**src/include/stc_pkg.sv**
```systemverilog
// Constants shared by the tape drive controller and its time pulse unit.
// Assumes a single core clock at the rate given by CLK_PERIOD_NS.
package stc_pkg;

	// ------------------------------------------------------------
	// Clock and timing
	// ------------------------------------------------------------
	localparam int CLK_PERIOD_NS = 20;
	localparam int GO_DELAY_NS = 200;
	// Least time: round up
	localparam int GO_DELAY_CYC =
		(GO_DELAY_NS + CLK_PERIOD_NS - 1) / CLK_PERIOD_NS;
	localparam int UTS_DELAY_MS = 120;
	localparam int UTS_DELAY_CYC = UTS_DELAY_MS * (1000000 / CLK_PERIOD_NS);
	localparam int NOISE_DELAY_US = 10;
	localparam int NOISE_DELAY_CYC =
		(NOISE_DELAY_US * 1000 + CLK_PERIOD_NS - 1) / CLK_PERIOD_NS;
	// Half of the 16.6 us format square wave; longest time, round down
	localparam int FMT_HALF_NS = 8300;
	localparam int FMT_HALF_CYC = FMT_HALF_NS / CLK_PERIOD_NS;

	// ------------------------------------------------------------
	// Instruction codes (low three instruction bits)
	// ------------------------------------------------------------
	localparam logic [2:0] OP_SKIP_LINE = 3'h1;
	localparam logic [2:0] OP_SKIP_TERR = 3'h2;
	localparam logic [2:0] OP_SKIP_WORD = 3'h3;
	localparam logic [2:0] OP_LOAD_CMD = 3'h4;
	localparam logic [2:0] OP_LOAD_DATA = 3'h5;
	localparam logic [2:0] OP_READ_CMD = 3'h6;
	localparam logic [2:0] OP_READ_DATA = 3'h7;

	// ------------------------------------------------------------
	// Command register layout (bus bits 3..0)
	// ------------------------------------------------------------
	localparam int CMD_W = 4;
	localparam int CMD_UNIT = 3;
	localparam int CMD_DIR = 2;
	localparam int CMD_RUN = 1;
	localparam int CMD_RW = 0;
	localparam logic [3:0] CMD_RESET = 4'h0;

	// ------------------------------------------------------------
	// Read-command word layout
	// ------------------------------------------------------------
	localparam int WORD_W = 12;
	localparam int MARK_W = 6;
	localparam int AC_MARK_LSB = 6;
	localparam int AC_ERR_BIT = 5;
	localparam int AC_WLOCK_BIT = 4;
	localparam int AC_CMD_LSB = 0;

	// ------------------------------------------------------------
	// Tape line framing
	// ------------------------------------------------------------
	localparam int TRACKS = 3;
	localparam logic [1:0] LAST_LINE = 2'h3;
	localparam logic [11:0] WORD_RESET = 12'h000;
	localparam logic [5:0] MARK_RESET = 6'h00;

endpackage

```
**src/verilog/stc_time_pulse.sv**
```systemverilog
// Time pulse generator: one pulse per timing track edge, or per edge of
// an internal square wave while formatting. Timing track is asynchronous.
`timescale 1ns/1ns
module stc_time_pulse
	import stc_pkg::*;
#(
	parameter int NOISE_CYC = NOISE_DELAY_CYC,
	parameter int FMT_CYC = FMT_HALF_CYC
)
(
	input wire logic core_clk,
	input wire logic arst_n,
	input wire logic clk_en,
	input wire logic system_clear,
	input wire logic timing_track_in,
	input wire logic up_to_speed,
	input wire logic writing,
	input wire logic formatting,
	output logic time_pulse,
	output logic write_timing_track
);

	if (NOISE_CYC < 1 || FMT_CYC < 1)
		$error("stc_time_pulse: delay counts must be at least one");

	localparam int NW = $clog2(NOISE_CYC + 1);
	localparam int FW = $clog2(FMT_CYC + 1);
	localparam logic [NW-1:0] NOISE_LOAD = NW'(NOISE_CYC);
	localparam logic [FW-1:0] FMT_LOAD = FW'(FMT_CYC);

	logic tt_meta_reg, tt_sync_reg, tt_prev_reg;
	logic [NW-1:0] noise_reg;
	logic [FW-1:0] fmt_cnt_reg;
	logic edge_seen, fmt_edge, pulse_next;

	// ------------------------------------------------------------
	// Timing track synchroniser
	// ------------------------------------------------------------
	always_ff @(posedge core_clk or negedge arst_n)
		if (!arst_n)
		begin
			tt_meta_reg <= 1'b0;
			tt_sync_reg <= 1'b0;
			tt_prev_reg <= 1'b0;
		end
		else if (clk_en)
		begin
			tt_meta_reg <= timing_track_in;
			tt_sync_reg <= tt_meta_reg;
			tt_prev_reg <= tt_sync_reg;
		end

	assign fmt_edge = formatting && fmt_cnt_reg == '0;
	assign edge_seen = formatting ? fmt_edge
		: (tt_sync_reg ^ tt_prev_reg) && noise_reg == '0;
	// both edges, only up to speed
	assign pulse_next = edge_seen && up_to_speed;

	// ------------------------------------------------------------
	// Pickup suppression and format clock
	// ------------------------------------------------------------
	always_ff @(posedge core_clk or negedge arst_n)
		if (!arst_n)
		begin
			noise_reg <= '0;
			fmt_cnt_reg <= '0;
			write_timing_track <= 1'b0;
			time_pulse <= 1'b0;
		end
		else if (clk_en)
		begin
			time_pulse <= pulse_next && !system_clear;
			if (system_clear)
				noise_reg <= '0;
			else if (pulse_next && writing && !formatting)
				noise_reg <= NOISE_LOAD;
			else if (noise_reg != '0)
				noise_reg <= noise_reg - NW'(1);
			if (system_clear || !formatting)
			begin
				fmt_cnt_reg <= FMT_LOAD;
				write_timing_track <= 1'b0;
			end
			else if (fmt_cnt_reg == '0)
			begin
				fmt_cnt_reg <= FMT_LOAD;
				write_timing_track <= !write_timing_track;
			end
			else
				fmt_cnt_reg <= fmt_cnt_reg - FW'(1);
		end

endmodule

```
**src/verilog/stc_ctrl.sv**
```systemverilog
// Tape drive controller: instruction decode, command, data and mark
// registers, flags and drive lines. Host strobes share core_clk; drive
// lines are asynchronous and are synchronised here.
//
// Summary of operation
// - Jumper match on pause raises internal I/O
// - Internal I/O blocks bus, enables decoding
// - Load command copies four bus bits
// - Unit bit picks drive zero or one
// - Direction bit: clear forward, set reverse
// - Run moves tape; go lags 200 ns
// - Read/write bit: clear read, set write
// - Load command clears error, starts delay
// - Motion change restarts 120 ms speed delay
// - Faults and clear force read mode
// - Mark bits shift in one per line
// - Mark register cleared at delay start
// - Read command returns mark, status, command
// - Line flag per line; cleared by transfers
// - Word flag every four lines; same clears
// - Missed service or overlap sets timing error
// - Status bit is error OR select fault
// - Write protect forces read; own status
// - Pulses on both timing edges when ready
// - Formatting writes timing and mark tracks
// - Three tracks carry interleaved word bits
// - Write gate needs write and speed
// - Ten microsecond pickup suppression delay
// - Processor stop halts drives, forces read
`timescale 1ns/1ns
module stc_ctrl
	import stc_pkg::*;
#(
	parameter int UTS_CYCLES = UTS_DELAY_CYC,
	parameter int NOISE_CYCLES = NOISE_DELAY_CYC
)
(
	input wire logic core_clk,
	input wire logic arst_n,
	input wire logic clk_en,
	input wire logic system_clear,
	input wire logic io_pause,
	input wire logic [1:0] md_dev,
	input wire logic [2:0] md_op,
	input wire logic code_select_bit_a,
	input wire logic code_select_bit_b,
	input wire logic [11:0] data_bus,
	output logic internal_io,
	output logic instr_decode_enable,
	output logic skip,
	output logic ac_load,
	output logic [11:0] ac_out,
	output logic unit_sel,
	output logic dir_reverse,
	output logic go,
	output logic stop_all,
	output logic write_data_gate,
	output logic write_track0,
	output logic write_track1,
	output logic write_track2,
	output logic write_timing_track,
	output logic write_mark_track,
	output logic up_to_speed,
	output logic line_done_flag,
	output logic word_done_flag,
	output logic timing_error,
	input wire logic read_track0,
	input wire logic read_track1,
	input wire logic read_track2,
	input wire logic timing_track_in,
	input wire logic mark_track_in,
	input wire logic sel_err,
	input wire logic write_lockout,
	input wire logic power_ok,
	input wire logic proc_run,
	input wire logic format_write_setting
);

	if (UTS_CYCLES < 1 || NOISE_CYCLES < 1)
		$error("stc_ctrl: delay counts must be at least one");

	localparam int UW = $clog2(UTS_CYCLES + 1);
	localparam logic [UW-1:0] UTS_LOAD = UW'(UTS_CYCLES);
	localparam int GW = $clog2(GO_DELAY_CYC + 1);
	localparam logic [GW-1:0] GO_LOAD = GW'(GO_DELAY_CYC);
	localparam int NSYNC = 9;
	// Power-ok and run idle high: no false stop pulse after reset
	localparam logic [NSYNC-1:0] SYNC_RST = 9'h006;

	// ------------------------------------------------------------
	// Drive line synchronisers
	// ------------------------------------------------------------
	logic [NSYNC-1:0] pin_raw, pin_meta_reg, pin_sync_reg;
	logic rd0_s, rd1_s, rd2_s, mark_s, sel_s, wlock_s, pok_s, run_s, fmt_s;

	assign pin_raw = {read_track0, read_track1, read_track2, mark_track_in,
		sel_err, write_lockout, power_ok, proc_run, format_write_setting};

	genvar gi;
	generate
		for (gi = 0; gi < NSYNC; gi++)
		begin : g_sync
			always_ff @(posedge core_clk or negedge arst_n)
				if (!arst_n)
				begin
					pin_meta_reg[gi] <= SYNC_RST[gi];
					pin_sync_reg[gi] <= SYNC_RST[gi];
				end
				else if (clk_en)
				begin
					pin_meta_reg[gi] <= pin_raw[gi];
					pin_sync_reg[gi] <= pin_meta_reg[gi];
				end
		end
	endgenerate

	assign {rd0_s, rd1_s, rd2_s, mark_s, sel_s, wlock_s, pok_s, run_s,
		fmt_s} = pin_sync_reg;

	// ------------------------------------------------------------
	// Instruction decode
	// ------------------------------------------------------------
	logic op_lc, op_ld, op_rc, op_rd, op_xfer;

	assign internal_io = io_pause
		&& md_dev == {code_select_bit_a, code_select_bit_b};
	assign instr_decode_enable = internal_io;
	assign op_lc = instr_decode_enable && md_op == OP_LOAD_CMD;
	assign op_ld = instr_decode_enable && md_op == OP_LOAD_DATA;
	assign op_rc = instr_decode_enable && md_op == OP_READ_CMD;
	assign op_rd = instr_decode_enable && md_op == OP_READ_DATA;
	assign op_xfer = op_ld || op_rc || op_rd;

	// ------------------------------------------------------------
	// Command register
	// ------------------------------------------------------------
	logic [CMD_W-1:0] cmd_reg;
	logic motion_change, force_read, stop_next;

	// Only unit, direction and run restart the speed delay
	assign motion_change = op_lc
		&& data_bus[CMD_UNIT:CMD_RUN] != cmd_reg[CMD_UNIT:CMD_RUN];
	assign stop_next = !run_s;
	assign force_read = sel_s || timing_error || wlock_s || !pok_s
		|| stop_all;

	always_ff @(posedge core_clk or negedge arst_n)
		if (!arst_n)
			cmd_reg <= CMD_RESET;
		else if (clk_en)
		begin
			if (system_clear)
				cmd_reg <= CMD_RESET;
			else
			begin
				if (op_lc)
					cmd_reg <= data_bus[CMD_W-1:0];
				if (stop_all)
					cmd_reg[CMD_RUN] <= 1'b0;
				if (force_read)
					cmd_reg[CMD_RW] <= 1'b0;
			end
		end

	assign unit_sel = cmd_reg[CMD_UNIT];
	assign dir_reverse = cmd_reg[CMD_DIR];

	// ------------------------------------------------------------
	// Go delay, stop-all and up-to-speed
	// ------------------------------------------------------------
	logic [GW-1:0] go_cnt_reg;
	logic [UW-1:0] uts_cnt_reg;

	always_ff @(posedge core_clk or negedge arst_n)
		if (!arst_n)
		begin
			go_cnt_reg <= '0;
			go <= 1'b0;
			stop_all <= 1'b0;
		end
		else if (clk_en)
		begin
			stop_all <= stop_next && !system_clear;
			if (system_clear)
				go_cnt_reg <= '0;
			else if (op_lc)
				go_cnt_reg <= GO_LOAD;
			else if (go_cnt_reg != '0)
				go_cnt_reg <= go_cnt_reg - GW'(1);
			go <= cmd_reg[CMD_RUN] && go_cnt_reg == '0 && !op_lc
				&& !system_clear;
		end

	always_ff @(posedge core_clk or negedge arst_n)
		if (!arst_n)
		begin
			uts_cnt_reg <= '0;
			up_to_speed <= 1'b0;
		end
		else if (clk_en)
		begin
			if (system_clear || motion_change)
			begin
				uts_cnt_reg <= UTS_LOAD;
				up_to_speed <= 1'b0;
			end
			else if (!cmd_reg[CMD_RUN])
				up_to_speed <= 1'b0;
			else if (uts_cnt_reg != '0)
				uts_cnt_reg <= uts_cnt_reg - UW'(1);
			else
				up_to_speed <= 1'b1;
		end

	// ------------------------------------------------------------
	// Time pulses
	// ------------------------------------------------------------
	logic time_pulse, writing, formatting;

	assign writing = cmd_reg[CMD_RW];
	assign formatting = fmt_s && writing;

	stc_time_pulse #(
		.NOISE_CYC(NOISE_CYCLES),
		.FMT_CYC(FMT_HALF_CYC)
	) u_tpg (
		.core_clk(core_clk),
		.arst_n(arst_n),
		.clk_en(clk_en),
		.system_clear(system_clear),
		.timing_track_in(timing_track_in),
		.up_to_speed(up_to_speed),
		.writing(writing),
		.formatting(formatting),
		.time_pulse(time_pulse),
		.write_timing_track(write_timing_track)
	);

	// ------------------------------------------------------------
	// Line framing, data and mark registers
	// ------------------------------------------------------------
	logic [1:0] line_cnt_reg;
	logic [WORD_W-1:0] data_reg, shift_reg;
	logic [MARK_W-1:0] mark_code_reg;
	logic [TRACKS-1:0] rd_line;
	logic word_end;

	// Track 0 holds the leading bit of each three-bit line
	assign rd_line = {rd0_s, rd1_s, rd2_s};
	assign word_end = time_pulse && line_cnt_reg == LAST_LINE;

	always_ff @(posedge core_clk or negedge arst_n)
		if (!arst_n)
		begin
			line_cnt_reg <= '0;
			shift_reg <= WORD_RESET;
			data_reg <= WORD_RESET;
		end
		else if (clk_en)
		begin
			if (system_clear)
			begin
				line_cnt_reg <= '0;
				shift_reg <= WORD_RESET;
				data_reg <= WORD_RESET;
			end
			else
			begin
				if (!up_to_speed)
					line_cnt_reg <= '0;
				else if (time_pulse)
					line_cnt_reg <= line_cnt_reg + 2'h1;
				if (writing)
				begin
					if (!up_to_speed || word_end)
						shift_reg <= data_reg;
					else if (time_pulse)
						shift_reg <= {shift_reg[WORD_W-4:0], 3'h0};
				end
				else if (time_pulse)
					shift_reg <= {shift_reg[WORD_W-4:0], rd_line};
				if (op_ld)
					data_reg <= data_bus;
				else if (word_end && !writing)
					data_reg <= {shift_reg[WORD_W-4:0], rd_line};
			end
		end

	always_ff @(posedge core_clk or negedge arst_n)
		if (!arst_n)
			mark_code_reg <= MARK_RESET;
		else if (clk_en)
		begin
			if (system_clear || motion_change)
				mark_code_reg <= MARK_RESET;
			else if (time_pulse && !writing)
				mark_code_reg <= {mark_code_reg[MARK_W-2:0], mark_s};
		end

	// ------------------------------------------------------------
	// Flags
	// ------------------------------------------------------------
	logic terr_set;

	assign terr_set = word_end && (word_done_flag || op_xfer);

	always_ff @(posedge core_clk or negedge arst_n)
		if (!arst_n)
		begin
			line_done_flag <= 1'b0;
			word_done_flag <= 1'b0;
			timing_error <= 1'b0;
		end
		else if (clk_en)
		begin
			if (system_clear)
			begin
				line_done_flag <= 1'b0;
				word_done_flag <= 1'b0;
				timing_error <= 1'b0;
			end
			else
			begin
				if (!up_to_speed)
					line_done_flag <= 1'b0;
				else if (time_pulse)
					line_done_flag <= 1'b1;
				else if (op_xfer)
					line_done_flag <= 1'b0;
				if (!up_to_speed)
					word_done_flag <= 1'b0;
				else if (word_end)
					word_done_flag <= 1'b1;
				else if (op_xfer)
					word_done_flag <= 1'b0;
				if (terr_set)
					timing_error <= 1'b1;
				else if (op_lc)
					timing_error <= 1'b0;
			end
		end

	// ------------------------------------------------------------
	// Accumulator answers and skips
	// ------------------------------------------------------------
	logic [WORD_W-1:0] rc_word;

	always_comb
	begin
		rc_word = '0;
		rc_word[AC_MARK_LSB +: MARK_W] = mark_code_reg;
		rc_word[AC_ERR_BIT] = timing_error || sel_s;
		rc_word[AC_WLOCK_BIT] = wlock_s;
		rc_word[AC_CMD_LSB +: CMD_W] = cmd_reg;
	end

	always_ff @(posedge core_clk or negedge arst_n)
		if (!arst_n)
		begin
			ac_out <= WORD_RESET;
			ac_load <= 1'b0;
			skip <= 1'b0;
		end
		else if (clk_en)
		begin
			ac_load <= (op_rc || op_rd) && !system_clear;
			if (op_rc)
				ac_out <= rc_word;
			else if (op_rd)
				ac_out <= data_reg;
			skip <= instr_decode_enable && !system_clear
				&& ((md_op == OP_SKIP_LINE && line_done_flag)
				|| (md_op == OP_SKIP_TERR && timing_error)
				|| (md_op == OP_SKIP_WORD && word_done_flag));
		end

	// ------------------------------------------------------------
	// Write lines to the drive
	// ------------------------------------------------------------
	logic gate_next;

	assign gate_next = writing && up_to_speed && !system_clear;

	always_ff @(posedge core_clk or negedge arst_n)
		if (!arst_n)
		begin
			write_data_gate <= 1'b0;
			write_track0 <= 1'b0;
			write_track1 <= 1'b0;
			write_track2 <= 1'b0;
			write_mark_track <= 1'b0;
		end
		else if (clk_en)
		begin
			write_data_gate <= gate_next;
			write_track0 <= gate_next && shift_reg[WORD_W-1];
			write_track1 <= gate_next && shift_reg[WORD_W-2];
			write_track2 <= gate_next && shift_reg[WORD_W-3];
			write_mark_track <= gate_next && formatting
				&& shift_reg[WORD_W-1];
		end

endmodule

```
**config.mk**
```make
export PLATFORM = sky130hd
export DESIGN_NAME = stc_ctrl
export DESIGN_NICKNAME = d
export VERILOG_FILES = /design/src/include/stc_pkg.sv /design/src/verilog/stc_time_pulse.sv /design/src/verilog/stc_ctrl.sv
export SDC_FILE = /design/constraint.sdc
export NUM_CORES = 1
export LEC_CHECK = 0
export ABC_AREA = 1
export BUFFER_PORTS_ARGS = -buffer_cell sky130_fd_sc_hd__buf_2
export CAP_MARGIN = 10
export CORE_MARGIN = 2
export CORE_UTILIZATION = 60
export DETAILED_ROUTE_END_ITERATION = 12
export PLACE_DENSITY_LB_ADDON = 0.3
export SLEW_MARGIN = 0
export SYNTH_ARGS = -nofsm -noshare
export SYNTH_HDL_FRONTEND = slang
export SYNTH_SLANG_ARGS = --single-unit
```
**constraint.sdc**
```tcl
create_clock -name core_clk -period 1.9 [get_ports core_clk]
set_clock_uncertainty 0.05 [all_clocks]
set_input_delay 0.285 -clock core_clk [delete_from_list [all_inputs] [get_ports core_clk]]
set_output_delay 0.285 -clock core_clk [all_outputs]
set_load 0.02 [all_outputs]
```
==> results of run 1 <==
## tightest hold or removal path, cell delays in order
cell and delay (ns):
buf_2 0.08, nand2_1 0.05, o21ai_0 0.07, nand2_1 0.06
nand2_1 0.05
## through the flow
stage / total power, mW / area (um^2) / std cells
3_3_place_gp: 5.49 / 7260 / 1033
5_1_grt: 9.68 / 8080 / 1082
3_5_place_dp: 5.61 / 7260 / 1033
2_1_floorplan: 5.01 / 6700 / 832
4_1_cts: 9.16 / 8050 / 1081
6_report: 9.19 / 8080 / 1082
## path summary, 6_finish.rpt
kind / slack [ns] / to / cells after the start / from
setup / recovery: 0.11 / u_tpg.noise_reg[4]$_DFFE_PN0P_ / 10 / u_tpg.noise_reg[3]$_DFFE_PN0P_
hold / removal: 0.02 / data_reg[10]$_DFFE_PN0P_ / 5 / data_bus[10]
setup reg to reg: 0.11 / u_tpg.noise_reg[4]$_DFFE_PN0P_ / 10 / u_tpg.noise_reg[3]$_DFFE_PN0P_
hold reg to reg: 0.43 / pok_s$_DFFE_PN1P_ / 2 / pok_s$_DFFE_PN1P_
max in group asynchronous: 0.96 / run_s$_DFFE_PN1P_ / 3 / arst_n
min in group asynchronous: 0.16 / u_tpg.noise_reg[2]$_DFFE_PN0P_ / 2 / arst_n
## logic make-up after synthesis
logic type / synth area share (%)
buf+inv: 6.72
flops: 48.3
simple gates: 30.2
fa+ha+maj: 1.12
compound gates: 9.68
xor+xnor: 4.05
## cell usage after synthesis (5+ instances only)
cell type	number
nand3_1	54
nor3_1	5
ha_1	6
o21ai_1	23
buf_2	12
xnor2_1	12
nand2_2	8
clkbuf_1	8
nor2_1	68
o21ai_0	69
nand4_1	11
inv_1	70
buf_4	6
o22ai_1	13
inv_2	11
nand2_1	266
xor2_1	19
dfrtp_1	125
nand2_4	7
## power by group
group	switching, mW	internal [mW]
sequential	0.369	3.13
combinational	1.36	0.867
clock	1.28	2.20
## cell type report
class                   count  area (um^2)  share of cell area, %
multi-input cells         595         3040                   37.6
well taps                 140          175                   2.17
repair buffers            105          698                   8.64
clock buffers              19          432                   5.34
flip-flops and latches    129         3230                   40.0
inverters                  81          304                   3.76
clock inverters            13          198                   2.45
## cells in the final DEF, fill, tap and decap left out, drive strengths merged, types with 6 or more instances in the layout
master       count
dfrtp          125
nand4           11
buf             89
xnor2           12
o22ai           13
inv             87
dlygate4sd3     16
o21ai           94
nor3             7
nand2          281
clkbuf          19
nand3           59
nor2            78
ha               6
xor2            19
## what timing repair did
item | in CTS | in global routing
endpoints found under the hold margin | 80 | 0
setup endpoints to repair | 0 | 31
hold buffers | 16 | 0
gates resized for setup | 0 | 7
setup buffers | 0 | 1
## per-layer routing
| metal | global-route usage [%] | wire [um] | up-vias |
|---|---|---|---|
| met5 | 0 | 0 | - |
| met2 | 48.4 | 8030 | 252 |
| met4 | 12.3 | 415 | 0 |
| met1 | 39.7 | 7190 | 2855 |
| met3 | 6.76 | 1120 | 40 |
| li1 | - | - | 2860 |
==> summary.txt, run 1 <==
Run status
  • Status: complete, no violations

CTS
  • Worst-case clock buffer depth: 2
  • Root Buffer: clkbuf_8
  • Clk sink count: 129
  • Clock transition at path regs: 0.06 ns
  • Total CTS buffers: 17
  • Worst-Skew Late Latency: 0.54 ns
  • CTS tree: done
  • H-tree lvl count: 4

Floorplanning
  • Die Area: 0.0120 mm^2
  • Ports: 64
  • CORE AREA: 0.0109 mm^2
  • Starting Density: 61.5%
  • Chip width: 110 um
  • Row count: 38
  • Die Y-Extent: 110 um

STA
  • Max-slew headroom: 70.8%
  • PnR worst setup slack: 0.110 ns
  • Final hold vios: 0
  • Post-layout minimum cycle time: 1.79 ns
  • Setup TNS: 0 ns
  • Final Setup Violations: 0
  • Final hold slack: 0.0221 ns
  • Final cycle utilization of the critical path: 94.2%
  • Worst-margin pin slew: 0.437 ns
  • Count of pins over their slew limit: 0
  • F_max: 559 MHz

Drt
  • Total number of vias: 6007
  • Initial DRC Count: 636
  • Antenna viol nets, final: 0
  • Remaining DRCs: 0
  • First-pass iteration count of the detailed router: 5
  • Via density per instance: 5.55
  • WL/cell: 15.5 um
  • Total Wirelength: 16800 um

Placement
  • Gpl congestion: 0.936
  • Hpwl dp: 11400 um
  • PortBufs: 63
  • Worst slack, placed: 0.0479 ns

Worst setup path
  • WP buf/inv: 0
  • Data required, critical path: 2.27 ns
  • Top delay family on crit path: simple AND/OR/NAND/NOR gates
  • Worst-path cell chain: nor2_1 > nand2_2 > nor2_4 > nand3_1 > nand2_2 > nand3_4 > nand2_4 > nand2_4 > nand2_1 > nand2_1
  • Crit end category: flip-flop
  • Max FO, Critical Path: 9
  • Slowest stage delay, CP: 0.43 ns
  • Setup CP Type: reg2reg
  • Worst setup SP type: flip-flop
  • Worst path slowest cell: dfrtp_1
  • Worst Path Arrival: 2.16 ns

Synthesis
  • Post-synth top flop: dfrtp_1
  • Synth Register Bits: 129
  • Seq/Total Area, Yosys: 48.3%
  • Share of flip-flops with an asynchronous set or reset: 100%
  • Mapped Nets: 872
  • Avg Cell Area, Syn: 8.05 um^2
  • Post-synth top area cell: dfrtp_1
  • Number of distinct library cells after synthesis: 39
  • Synth top area share: 46.7%
  • Post-synth EDFFs: 0
  • Syn Inst Count: 832
  • Cell Area, Synth: 0.00670 mm^2
  • Yosys warns: 0
  • Area contributors post-synth: dfrtp_1 (47%), nand2_1 (15%), o21ai_0 (5.2%)

Layout
  • Final #Nets: 969
  • Fillcell total: 802
  • Ant. Diodes: 0
  • Final core occ: 74.2%
  • Share of post-route cells with drive strength above 1: 19.0%
  • Max FFs per register: 23
  • Area grow syn2layout: 20.7%

Global route
  • Antenna violations before repair: 0
  • Total track usage: 30.1%
  • Grt total ovfl: 0
  • Number of global-route vias before repair: 5856
  • Pin count of the biggest net entering global routing: 65
  • First-pass GRT wire length: 27600 um

Min path
  • Tightest Hold Check Type: in2reg

Power
  • Peak supply drop: 1.04 mV
  • Pleak: 4.16 nW
  • Power Density: 1140 mW/mm^2

Run
  • Max Cap Viol: 0
(Power assumes the default switching activity.)
==> inputs of run 2 (changes only) <==
ABC_AREA = default   (was 1)
clock period = 2.25 ns   (was 1.9 ns; I/O delays follow)
==> summary.txt, run 2 <==
CTS
  • H-tree lvl count: 4
  • Worst-Skew Late Latency: 0.54 ns
  • Clock transition at path regs: 0.06 ns
  • CTS tree: done
  • Root Buffer: clkbuf_8
  • Total CTS buffers: 17
  • Clk sink count: 129
  • Worst-case clock buffer depth: 2

Layout
  • FF+latch area: 0.00323 mm^2
  • Share of post-route cells with drive strength above 1: 23.3%
  • Final core occ: 75.5%
  • Area grow syn2layout: 22.7%
  • Area of the multi-input gates: 0.00287 mm^2
  • Final #Nets: 774
  • Final Cell Area: 0.00772 mm^2
  • Ant. Diodes: 0
  • Fillcell total: 724
  • Commonest non-fill, non-tap cell in the layout: dfrtp_1
  • Most frequent cells in the layout: dfrtp_1 (125), nand2_1 (78), buf_2 (62)
  • Max FFs per register: 23

Synthesis
  • Synth Register Bits: 129
  • Number of distinct library cells after synthesis: 65
  • Mapped Nets: 671
  • Post-synth EDFFs: 0
  • Syn Inst Count: 631
  • Share of flip-flops with an asynchronous set or reset: 100%
  • Top-count cell post-synth: dfrtp_1
  • Avg Cell Area, Syn: 9.97 um^2
  • Area contributors post-synth: dfrtp_1 (50%), nand2_1 (4.7%), mux2_2 (4.1%)
  • Yosys warns: 0
  • Top cells by count, synth: dfrtp_1 (125), nand2_1 (78), o21ai_0 (51), nand3_1 (49), nor2_1 (29)
  • Cell Area, Synth: 0.00629 mm^2
  • Post-synth top flop: dfrtp_1
  • Seq/Total Area, Yosys: 51.4%
  • Synth top area share: 49.7%
  • Post-synth top area cell: dfrtp_1

Run
  • Max Cap Viol: 0

Worst setup path
  • Worst setup SP type: flip-flop
  • Worst-path cell chain: inv_1 > ha_2 > or4b_4 > or4_4 > o21ai_2 > o2bb2ai_1
  • Crit end category: flip-flop
  • Slowest stage delay, CP: 0.55 ns
  • Setup CP Type: reg2reg
  • Worst Path Arrival: 2.57 ns
  • WP buf/inv: 1
  • Max FO, Critical Path: 5
  • Setup slack, reg-to-reg: 0.09 ns
  • Data required, critical path: 2.66 ns
  • Top delay family on crit path: simple AND/OR/NAND/NOR gates
  • Worst path slowest cell: or4_4

STA
  • Final cycle utilization of the critical path: 96.1%
  • RSZ-0062 raised after global routing: no
  • Setup TNS: 0 ns
  • Post-layout minimum cycle time: 2.16 ns
  • Final hold vios: 0
  • Max-slew headroom: 59.9%
  • Count of pins over their slew limit: 0
  • Final hold slack: 0.0299 ns
  • F_max: 463 MHz
  • Worst-margin pin slew: 0.597 ns
  • Final Setup Violations: 0

Power
  • Net Switching: 1.86 mW
  • Logic pwr share: 18.0%
  • Sw Ratio: 27.8%
  • Power Density: 865 mW/mm^2
  • Peak supply drop: 0.651 mV
  • Pleak: 3.43 nW
  • Reg power frac: 40.4%
  • Internal power: 4.83 mW
  • Clock network fraction of total power: 41.6%

Drt
  • Via density per instance: 6.16
  • WL/cell: 18.6 um
  • Antenna viol nets, final: 0
  • Remaining DRCs: 0
  • Initial DRC Count: 385
  • First-pass iteration count of the detailed router: 6
  • Total number of vias: 5438
  • Total Wirelength: 16400 um

Global route
  • Met1 Usage GRT: 41.9%
  • Total track usage: 31.1%
  • First-pass GRT wire length: 27100 um
  • Number of global-route vias before repair: 5430
  • Met3 GRT Util: 8.22%
  • Pin count of the biggest net entering global routing: 51
  • Antenna violations before repair: 0
  • Busiest grt layer: met2
  • Grt total ovfl: 0
  • Met2 Track Usage GR: 47.5%

Floorplanning
  • Row count: 37
  • Starting Density: 61.5%
  • Die Area: 0.0113 mm^2
  • CORE AREA: 0.0102 mm^2
  • Chip width: 106 um
  • Ports: 64
  • Die Y-Extent: 106 um

Placement
  • PortBufs: 63
  • Hpwl dp: 10800 um
  • Placed Area: 0.00690 mm^2
  • Gpl congestion: 0.868

Run status
  • Status: complete, no violations

Min path
  • Tightest Hold Check Type: in2reg
[run 2: cell types whose count changed after synthesis, moves of 12 or more]
cell     previous run  this run
nand2_1           266        78
inv_1              70        16
nor2_1             68        29
mux2_2              0        23
o21ai_1            23         3
o21ai_0            69        51
nor3_1              5        20
a21oi_1             2        14
[run 2: worst register-to-register path, stage by stage, from the launching register on]
cell and delay, ns:
dfrtp_1 0.41, inv_1 0.07, ha_2 0.20, or4b_4 0.52, or4_4 0.55, o21ai_2 0.16, o2bb2ai_1 0.13
[run 2: worst paths after layout]
kind,from,endpoint,depth (start not counted)
min in group asynchronous,arst_n,data_reg[10]$_DFFE_PN0P_,2
worst max-delay path,u_tpg.noise_reg[1]$_DFFE_PN0P_,u_tpg.noise_reg[1]$_DFFE_PN0P_,6
worst max register to register,u_tpg.noise_reg[1]$_DFFE_PN0P_,u_tpg.noise_reg[1]$_DFFE_PN0P_,6
max in group asynchronous,arst_n,shift_reg[6]$_DFFE_PN0P_,3
worst min-delay path,data_bus[0],data_reg[0]$_DFFE_PN0P_,3
worst min register to register,ac_out[2]$_DFFE_PN0P_,ac_out[2]$_DFFE_PN0P_,2
[run 2: layer usage]
metal  up-vias  wire length, um
met2       243             7740
met5         -                0
met4         0              438
met1      2639             6930
li1       2505                -
met3        51             1330
[run 2: stage by stage]
stage	setup slack, ns	cells	power (mW)
floorplan	0.131	631	3.46
global placement	0.0755	830	3.75
detailed placement	0.00872	830	3.81
CTS	0.0459	881	6.64
global route	0.0154	883	6.96
finish	0.0886	883	6.68
[run 2: area by class of cell]
class / instances / area share [%]
Sequential cell: 129 / 41.9
Timing Repair Buffer: 117 / 10.1
Clock inverter: 9 / 1.69
Inverter: 17 / 0.826
Clock buffer: 23 / 6.04
Multi-Input combinational cell: 452 / 37.2
Tap cell: 136 / 2.20
[run 2: kinds of logic after synthesis]
group,share of synthesized area [%]
adders and majority gates,1.19
buffers and inverters,3.22
DFF,51.4
xor gates and xnor gates,2.92
muxes,5.87
AOI/OAI and AO/OA,15.7
and+or+nand+nor,19.7
[run 2: what timing repair did]
action,in CTS,in global routing
hold buffers,19,0
endpoints found under the setup margin,6,11
resized for setup,1,4
buffers inserted,0,2
endpoints found under the hold margin,47,0
[run 2: power groups by stage]
stage                     Combinational (mW)  Sequential, mW  Clock, mW
after floorplan                        0.762            2.70          0
after global placement                  1.03            2.72          0
after detailed placement                1.08            2.73          0
after CTS                               1.14            2.70       2.80
after global routing                    1.33            2.72       2.91
final                                   1.20            2.70       2.78
